### src/hpr_pkg.sv
// Purpose: shared types and constants for the host port ready logic
// Assumes: one 10 MHz system clock
// Notes:   access kinds come from the two control select pins
package hpr_pkg;

   // Access kinds selected by the two control pins
   typedef enum logic [1:0] {
      HPR_CTRL     = 2'h0,
      HPR_DATA_AI  = 2'h1,
      HPR_ADDR     = 2'h2,
      HPR_DATA_FIX = 2'h3
   } hpr_kind_t;

   // Select group sampled with the strobe
   typedef struct packed {
      hpr_kind_t kind;
      logic      read;
      logic      second;
   } hpr_sel_t;

   // Internal status from the FIFO side
   typedef struct packed {
      logic wr_full;
      logic wr_flush;
      logic wr_empty;
      logic rd_hit;
      logic rd_ahead;
   } hpr_fifo_t;

   localparam int        HPR_HALF_W    = 16;
   localparam logic      HPR_READY_RST = 1'h0;
   localparam logic [1:0] HPR_SYNC_RST = 2'h0;

endpackage : hpr_pkg

### src/hpr_sync.sv
// Purpose: two-flop synchroniser for one pin input
// Assumes: input is asynchronous to clk_in
// Notes:   first stage feeds only the second
`timescale 1ns/1ns
module hpr_sync (
   input  wire logic clk_in,
   input  wire logic rst_b_in,
   input  wire logic d_in,
   input  wire logic rst_val_in,
   output logic      q_out
);
   logic [1:0] stage;
   logic [1:0] next_stage;

   // Shift the pin level in
   always_comb begin
      next_stage = {stage[0], d_in};
   end

   // Reset to idle-high pins so a reset does not fake a strobe
   always_ff @(posedge clk_in or negedge rst_b_in) begin
      if (!rst_b_in) begin
         stage <= 2'h3;
      end else begin
         stage <= next_stage;
      end
   end

   assign q_out = rst_val_in ? stage[1] : stage[1];
endmodule : hpr_sync

### src/hpr_ready.sv
// Purpose: ready handshake of a 16-bit parallel host port
// Assumes: pins pass two flops; FIFO status comes from same-clock logic
// Notes:   ready is active low; high means wait
`timescale 1ns/1ns
module hpr_ready (
   input  wire logic               clk_in,
   input  wire logic               rst_b_in,
   input  wire logic               host_chip_select_b_in,
   input  wire logic               host_data_strobe_one_b_in,
   input  wire logic               host_data_strobe_two_b_in,
   input  wire logic [1:0]         host_control_sel_in,
   input  wire logic               host_read_in,
   input  wire logic               half_word_select_in,
   input  wire hpr_pkg::hpr_fifo_t fifo_in,
   input  wire logic               fifo_busy_in,
   output logic                    host_ready_out,
   output logic                    data_now_out,
   output logic                    access_start_out,
   output logic                    word_done_out
);

   ////////////////////////////////////////////////////////////////
   // Pin synchronisers
   logic cs_b;
   logic ds1_b;
   logic ds2_b;
   logic [1:0] ctl;
   logic rd;
   logic hw;
   logic [5:0] pins;
   logic [5:0] pins_s;
   assign pins = {host_chip_select_b_in, host_data_strobe_one_b_in, host_data_strobe_two_b_in,
                  host_control_sel_in, host_read_in};

   genvar gi;
   generate
      for (gi = 0; gi < 6; gi++) begin : g_sync
         hpr_sync u_sync (
            .clk_in     (clk_in),
            .rst_b_in   (rst_b_in),
            .d_in       (pins[gi]),
            .rst_val_in (1'h1),
            .q_out      (pins_s[gi])
         );
      end
   endgenerate

   logic hw_s1;
   logic hw_s2;
   // Half-word select synchronised separately, same two flops
   always_ff @(posedge clk_in or negedge rst_b_in) begin
      if (!rst_b_in) begin
         hw_s1 <= 1'h0;
         hw_s2 <= 1'h0;
      end else begin
         hw_s1 <= half_word_select_in;
         hw_s2 <= hw_s1;
      end
   end
   assign {cs_b, ds1_b, ds2_b, ctl, rd} = pins_s;
   assign hw = hw_s2;

   ////////////////////////////////////////////////////////////////
   // Strobe forming
   logic strobe_b;
   assign strobe_b = ~(ds1_b ^ ds2_b) | cs_b;

   hpr_pkg::hpr_sel_t sel;
   assign sel = '{kind: hpr_pkg::hpr_kind_t'(ctl), read: rd, second: hw};

   ////////////////////////////////////////////////////////////////
   // Access tracking state
   typedef enum logic [1:0] {HPR_IDLE, HPR_WAIT, HPR_HOLD} hpr_state_t;
   hpr_state_t state;
   hpr_state_t next_state;
   logic last_addr_wr;
   logic next_last_addr_wr;
   logic second_q;
   logic next_second_q;
   logic ready_b;
   logic next_ready_b;
   logic now;
   logic next_now;
   logic start;
   logic next_start;
   logic done;
   logic next_done;
   logic need_wait;
   logic fast_read;

   // Wait decision for the access just opened
   always_comb begin
      need_wait = 1'h0;
      fast_read = 1'h0;
      case (sel.kind)
         hpr_pkg::HPR_ADDR: begin
            if (!sel.read) begin
               need_wait = last_addr_wr | fifo_in.rd_ahead;
            end else begin
               fast_read = 1'h1;
            end
         end
         hpr_pkg::HPR_CTRL: begin
            fast_read = sel.read;
         end
         hpr_pkg::HPR_DATA_AI: begin
            if (!sel.read) begin
               need_wait = fifo_in.wr_full | fifo_in.wr_flush | ~fifo_in.wr_empty;
            end else if (sel.second || fifo_in.rd_hit) begin
               fast_read = 1'h1;
            end else begin
               need_wait = 1'h1;
            end
         end
         hpr_pkg::HPR_DATA_FIX: begin
            if (!sel.read) begin
               need_wait = fifo_in.wr_full | fifo_in.wr_flush | ~fifo_in.wr_empty;
            end else if (sel.second) begin
               fast_read = 1'h1;
            end else begin
               need_wait = 1'h1;
            end
         end
         default: begin
            need_wait = 1'h0;
         end
      endcase
   end

   // Sequence: open access, wait for FIFO side, hold until strobe ends
   always_comb begin
      next_state        = state;
      next_last_addr_wr = last_addr_wr;
      next_second_q     = second_q;
      next_ready_b      = ready_b;
      next_now          = 1'h0;
      next_start        = 1'h0;
      next_done         = 1'h0;
      case (state)
         HPR_IDLE: begin
            if (!strobe_b) begin
               next_start        = 1'h1;
               next_now          = fast_read;
               next_last_addr_wr = (sel.kind == hpr_pkg::HPR_ADDR) && !sel.read;
               next_second_q     = sel.second;
               if (need_wait) begin
                  next_ready_b = 1'h1;
                  next_state   = HPR_WAIT;
               end else begin
                  next_state   = HPR_HOLD;
               end
            end
         end
         HPR_WAIT: begin
            // Host keeps strobe low meanwhile, so only the FIFO side or a deselect ends this
            if (!fifo_busy_in) begin
               next_ready_b = 1'h0;
               next_state   = HPR_HOLD;
            end
         end
         HPR_HOLD: begin
            // Half latched at open: host may move selects as the strobe rises
            if (strobe_b) begin
               next_done  = second_q;
               next_state = HPR_IDLE;
            end
         end
         default: begin
            next_state = HPR_IDLE;
         end
      endcase
      // Deselect always releases the host, whatever the FIFO says
      if (cs_b) begin
         next_ready_b = 1'h0;
         if (state == HPR_WAIT) begin
            next_state = HPR_IDLE;
         end
      end
   end

   // Register the sequence
   always_ff @(posedge clk_in or negedge rst_b_in) begin
      if (!rst_b_in) begin
         state        <= HPR_IDLE;
         last_addr_wr <= 1'h0;
         second_q     <= 1'h0;
         ready_b      <= hpr_pkg::HPR_READY_RST;
         now          <= 1'h0;
         start        <= 1'h0;
         done         <= 1'h0;
      end else begin
         state        <= next_state;
         last_addr_wr <= next_last_addr_wr;
         second_q     <= next_second_q;
         ready_b      <= next_ready_b;
         now          <= next_now;
         start        <= next_start;
         done         <= next_done;
      end
   end

   assign host_ready_out   = ready_b;
   assign data_now_out     = now;
   assign access_start_out = start;
   assign word_done_out    = done;

   ////////////////////////////////////////////////////////////////
   // Checks
   logic cs_b_d;
   always_ff @(posedge clk_in or negedge rst_b_in) begin
      if (!rst_b_in) begin
         cs_b_d <= 1'h1;
      end else begin
         cs_b_d <= cs_b;
      end
   end

   deselect_ready_a: assert property (@(posedge clk_in) disable iff (!rst_b_in)
      cs_b_d |-> !host_ready_out)
      else $error("ready not low while deselected");
   ctrl_read_a: assert property (@(posedge clk_in) disable iff (!rst_b_in)
      (state == HPR_IDLE && !strobe_b && !cs_b && sel.read && sel.kind == hpr_pkg::HPR_CTRL)
      |=> !host_ready_out && data_now_out)
      else $error("control read waited");
   fix_first_a: assert property (@(posedge clk_in) disable iff (!rst_b_in)
      (state == HPR_IDLE && !strobe_b && !cs_b && sel.read && !sel.second
       && sel.kind == hpr_pkg::HPR_DATA_FIX) |=> host_ready_out)
      else $error("fixed first half did not wait");
   hit_read_a: assert property (@(posedge clk_in) disable iff (!rst_b_in)
      (state == HPR_IDLE && !strobe_b && !cs_b && sel.read && fifo_in.rd_hit
       && sel.kind == hpr_pkg::HPR_DATA_AI) |=> !host_ready_out && data_now_out)
      else $error("hit read waited");
   data_write_a: assert property (@(posedge clk_in) disable iff (!rst_b_in)
      (state == HPR_IDLE && !strobe_b && !cs_b && !sel.read && fifo_in.wr_full
       && sel.kind == hpr_pkg::HPR_DATA_AI) |=> host_ready_out)
      else $error("write into full FIFO did not wait");
   addr_pair_a: assert property (@(posedge clk_in) disable iff (!rst_b_in)
      (state == HPR_IDLE && !strobe_b && !cs_b && !sel.read && !last_addr_wr && !fifo_in.rd_ahead
       && sel.kind == hpr_pkg::HPR_ADDR) |=> !host_ready_out)
      else $error("single address write waited");
   wait_release_a: assert property (@(posedge clk_in) disable iff (!rst_b_in)
      (state == HPR_WAIT && !fifo_busy_in && !cs_b) |=> !host_ready_out ##0 state == HPR_HOLD)
      else $error("wait did not release");
   strobe_form_a: assert property (@(posedge clk_in) disable iff (!rst_b_in)
      (state == HPR_IDLE && strobe_b) |=> !access_start_out)
      else $error("access without strobe");
   word_pair_a: assert property (@(posedge clk_in) disable iff (!rst_b_in)
      word_done_out |-> $past(second_q))
      else $error("word done on first half");
   fast_data_a: assert property (@(posedge clk_in) disable iff (!rst_b_in)
      data_now_out |-> access_start_out && !host_ready_out)
      else $error("immediate data with wait");

   cov_wait_c:  cover property (@(posedge clk_in) state == HPR_WAIT ##[1:20] state == HPR_HOLD);
   cov_word_c:  cover property (@(posedge clk_in) word_done_out);
   cov_desel_c: cover property (@(posedge clk_in) state == HPR_WAIT && cs_b);
endmodule : hpr_ready

### config.mk
export PLATFORM = sky130hd
export DESIGN_NAME = hpr_ready
export DESIGN_NICKNAME = d
export VERILOG_FILES = /design/src/hpr_pkg.sv /design/src/hpr_sync.sv /design/src/hpr_ready.sv
export SDC_FILE = /design/constraint.sdc
export NUM_CORES = 1
export LEC_CHECK = 0
export BUFFER_PORTS_ARGS = -buffer_cell sky130_fd_sc_hd__clkbuf_2
export CAP_MARGIN = 10
export CORE_MARGIN = 8
export CORE_UTILIZATION = 52
export DETAILED_ROUTE_END_ITERATION = 8
export PLACE_DENSITY = 0.78
export SLEW_MARGIN = 30
export SYNTH_ARGS = -nofsm -noshare
export SYNTH_HDL_FRONTEND = slang
export SYNTH_SLANG_ARGS = --single-unit
### constraint.sdc
create_clock -name clk_in -period 3.85 [get_ports clk_in]
set_input_delay 0.385 -clock clk_in [delete_from_list [all_inputs] [get_ports clk_in]]
set_output_delay 0.385 -clock clk_in [all_outputs]
set_load 0.02 [all_outputs]
==> results.json <==
{
  "run_status": "finished, final reports clean",
  "peakVddDrop_v": 0.000328,
  "total_power_consumption_of_the_routed_design_mw": 0.425,
  "worst_ep_arrival_time_ns": 1.68,
  "timing.critical_path.to_type": "register",
  "worst-r2r-setup-slack_ns": 2.35,
  "die_h_um": 54.0,
  "worst_pin_slew_ns": 0.501,
  "cts-hold-fix-buffers": 0,
  "final.setup.tns_ns": 0,
  "drc_errors": 0,
  "num-nets-final": 87,
  "antenna_cells": 0,
  "worst_r2r_startpoint": "g_sync[3].u_sync.stage[1]$_DFF_PN1_",
  "clkSlewWorstSetupHoldPaths_ns": 0.11,
  "top_level_ports": 19,
  "final.fill_count": 91,
  "drive_gt1_frac": 0.535,
  "clock-sinks": 22,
  "post_cts_resized": 0,
  "postSynthCellCount": 49,
  "cp-start-kind": "register",
  "cts_tree": "built",
  "rsz0062_at_grt": "false",
  "synth.distinct_cells": 21,
  "power.share.switching": 0.225,
  "cts_buffers": 3,
  "seq_power_share": 0.619,
  "route.vias.total": 447,
  "grt_antenna_before_repair": 0,
  "synth_top_area_share": 0.420,
  "synth_async_sr_flop_share": 1.00,
  "worstPathMaxFanout": 4,
  "first_global_vias": 499,
  "post_synth_main_area_contributors": "sky130_fd_sc_hd__dfstp_2 (42%), sky130_fd_sc_hd__dfrtp_1 (33%), sky130_fd_sc_hd__mux2_1 (3.0%)",
  "placement.io_buffers": 18,
  "cp.required_ns": 4.04,
  "intPower_mw": 0.330,
  "avgSynthCellArea_um2": 15.3,
  "postSynthRegisterBits": 22,
  "max_slew_margin": 0.666,
  "period_needed_ns": 1.50,
  "classification_of_the_worst_slack_hold_path": "in2async",
  "gr-usage-all-layers": 0.103,
  "post-cts-setup-buffer-count": 0,
  "globalRoute.totalOverflow": 0,
  "floorplan.die_area_um2": 2920,
  "area.growth.synth_to_final_pct": 19.3,
  "seq_area_um2": 566,
  "power.switching_mw": 0.0955,
  "cts.root.buffer_cell": "sky130_fd_sc_hd__clkbuf_4",
  "power.share.clock": 0.287,
  "synth_seq_area_share": 0.753,
  "power_frac_comb": 0.093,
  "yosysWarningCount": 0,
  "report.final.setup_viol": 0,
  "worstSetupPathType": "reg2reg",
  "grt_max_degree": 23,
  "final_cells": 86,
  "finClkSkew_ns": 0.00539,
  "cts.path.max_buffers": 2,
  "fp.coreArea_um2": 1320,
  "max-cap-violations": 0,
  "detail_route.iter0.violations": 7,
  "start_util": 0.570,
  "die_w_um": 54.0,
  "max_freq_ghz": 0.668,
  "synth-edff-count": 0,
  "synthesis.area_um2": 751,
  "clkLatencyLatePin_ns": 0.30,
  "placed_cells_incl_taps": 82,
  "mappedNetlistNets": 64,
  "total_leakage_power_nw": 0.426,
  "synth_ff_type": "sky130_fd_sc_hd__dfstp_2",
  "rr_worst_depth": 5,
  "drv_slew": 0,
  "vias_per_cell": 5.20,
  "finalHoldViolCount": 0,
  "detail_route.first_pass.iterations": 3,
  "wl_um": 1230,
  "final_antenna_net_count": 0,
  "multiInputGateArea_um2": 178,
  "cellPowerDensity_nw_per_um2": 475,
  "rows": 13,
  "detail_route.wl_per_cell_um": 14.3,
  "dpl.hpwl_um": 921,
  "h_tree_depth_reported_by_cts": 1,
  "gp_congestion": 0.727,
  "min_period_over_period": 0.389,
  "global_route_wire_length_before_repair_um": 2140,
  "library_cell_with_the_largest_summed_area_after_synthesis": "sky130_fd_sc_hd__dfstp_2",
  "worst_r2r_endpoint": "second_q$_DFFE_PN0P_"
}
[worst max-delay path by stage]
stage          slack [ns]                                start                       end
5_1_grt              2.24  g_sync[3].u_sync.stage[1]$_DFF_PN1_      second_q$_DFFE_PN0P_
2_1_floorplan        2.47  g_sync[3].u_sync.stage[1]$_DFF_PN1_  last_addr_wr$_DFFE_PN0P_
4_1_cts              2.34  g_sync[3].u_sync.stage[1]$_DFF_PN1_      second_q$_DFFE_PN0P_
3_5_place_dp         2.36  g_sync[3].u_sync.stage[1]$_DFF_PN1_  last_addr_wr$_DFFE_PN0P_
3_3_place_gp         2.40  g_sync[3].u_sync.stage[1]$_DFF_PN1_      second_q$_DFFE_PN0P_
6_report             2.35  g_sync[3].u_sync.stage[1]$_DFF_PN1_      second_q$_DFFE_PN0P_
[per-stage QoR]
step | hold slack [ns] | area, um^2 | util | worst slack, ns
6_report | 0.0300 | 896 | 0.680 | 2.35
5_1_grt | 0.0476 | 896 | 0.680 | 2.24
4_1_cts | 0.0326 | 896 | 0.680 | 2.34
3_5_place_dp | 0.348 | 860 | 0.652 | 2.36
3_3_place_gp | 0.333 | 860 | 0.652 | 2.40
2_1_floorplan | 0.0894 | 751 | - | 2.47
[cells by family after synthesis]
family          count (synthesis)  synth area share
buf+inv                         2           0.00999
compound gates                  9            0.0867
simple gates                   13             0.108
mux                             2            0.0300
xor+xnor                        1            0.0117
flops                          22             0.753
[flip-flops by register name, indices dropped and copies added (netlist names)]
| name | cells |
|---|---|
| host_ready_out | 1 |
| hw_s1 | 1 |
| second_q | 1 |
| access_start_out | 1 |
| g_sync.u_sync.stage | 12 |
| hw | 1 |
| data_now_out | 1 |
| state | 2 |
| word_done_out | 1 |
| last_addr_wr | 1 |
[worst max-delay path: stages (launching register included)]
cell and delay [ns]:
sky130_fd_sc_hd__dfstp_2 0.54, sky130_fd_sc_hd__xnor2_1 0.10, sky130_fd_sc_hd__nor3_2 0.19, sky130_fd_sc_hd__nand2b_1 0.14
sky130_fd_sc_hd__inv_2 0.11, sky130_fd_sc_hd__mux2_1 0.32
[power by group through the flow]
| stage | sequential [mW] | clock, mW | combinational [mW] |
|---|---|---|---|
| after floorplan | 0.270 | 0 | 0.0178 |
| after global placement | 0.266 | 0 | 0.0391 |
| after detailed placement | 0.267 | 0 | 0.0405 |
| after CTS | 0.263 | 0.128 | 0.0406 |
| after global routing | 0.266 | 0.136 | 0.0447 |
| final | 0.263 | 0.122 | 0.0397 |
[layout make-up]
cell class,instances,share of cell area
multi-input combinational,25,0.198
clock buffer,4,0.0405
sequential,22,0.631
tap,15,0.0209
inverter,2,0.00838
timing repair buffer,18,0.101
[cell usage after synthesis (2+ instances only)]
library cell and count:
sky130_fd_sc_hd__o21ai_0 2, sky130_fd_sc_hd__nand2b_1 2, sky130_fd_sc_hd__dfstp_2 12, sky130_fd_sc_hd__nor3_1 2, sky130_fd_sc_hd__o21ai_1 2, sky130_fd_sc_hd__mux2_1 2, sky130_fd_sc_hd__nor2_1 2, sky130_fd_sc_hd__nor2b_1 2
sky130_fd_sc_hd__nand2_1 2, sky130_fd_sc_hd__dfrtp_1 10
[per-layer routing]
layer  GRT usage  vias to the layer above  part of all wire
met4      0.0738                        0             0.019
met2       0.154                       13              0.48
met5           0                        -                 0
met1       0.121                      220              0.44
li1            -                      212                 -
met3      0.0358                        2             0.059
[layout by cell type (no fill, tap or decap)]
cell type and count:
sky130_fd_sc_hd__clkbuf_4 3, sky130_fd_sc_hd__nand2b_1 2, sky130_fd_sc_hd__inv_1 1, sky130_fd_sc_hd__clkbuf_2 18, sky130_fd_sc_hd__nor3_1 2, sky130_fd_sc_hd__a31oi_2 1
sky130_fd_sc_hd__xnor2_1 1, sky130_fd_sc_hd__nor2b_1 2, sky130_fd_sc_hd__o21ai_1 2, sky130_fd_sc_hd__o21ai_0 2, sky130_fd_sc_hd__or4b_4 1, sky130_fd_sc_hd__nor3_2 1
sky130_fd_sc_hd__o21a_1 1, sky130_fd_sc_hd__dfrtp_1 10, sky130_fd_sc_hd__dfstp_2 12, sky130_fd_sc_hd__nor2_1 2, sky130_fd_sc_hd__mux2_1 2, sky130_fd_sc_hd__o311a_1 1
sky130_fd_sc_hd__a21bo_1 1, sky130_fd_sc_hd__inv_2 1, sky130_fd_sc_hd__nor3b_1 1, sky130_fd_sc_hd__a21oi_1 1, sky130_fd_sc_hd__nand2_1 2, sky130_fd_sc_hd__clkbuf_8 1
No activity file was read; power rests on OpenSTA's default activity.
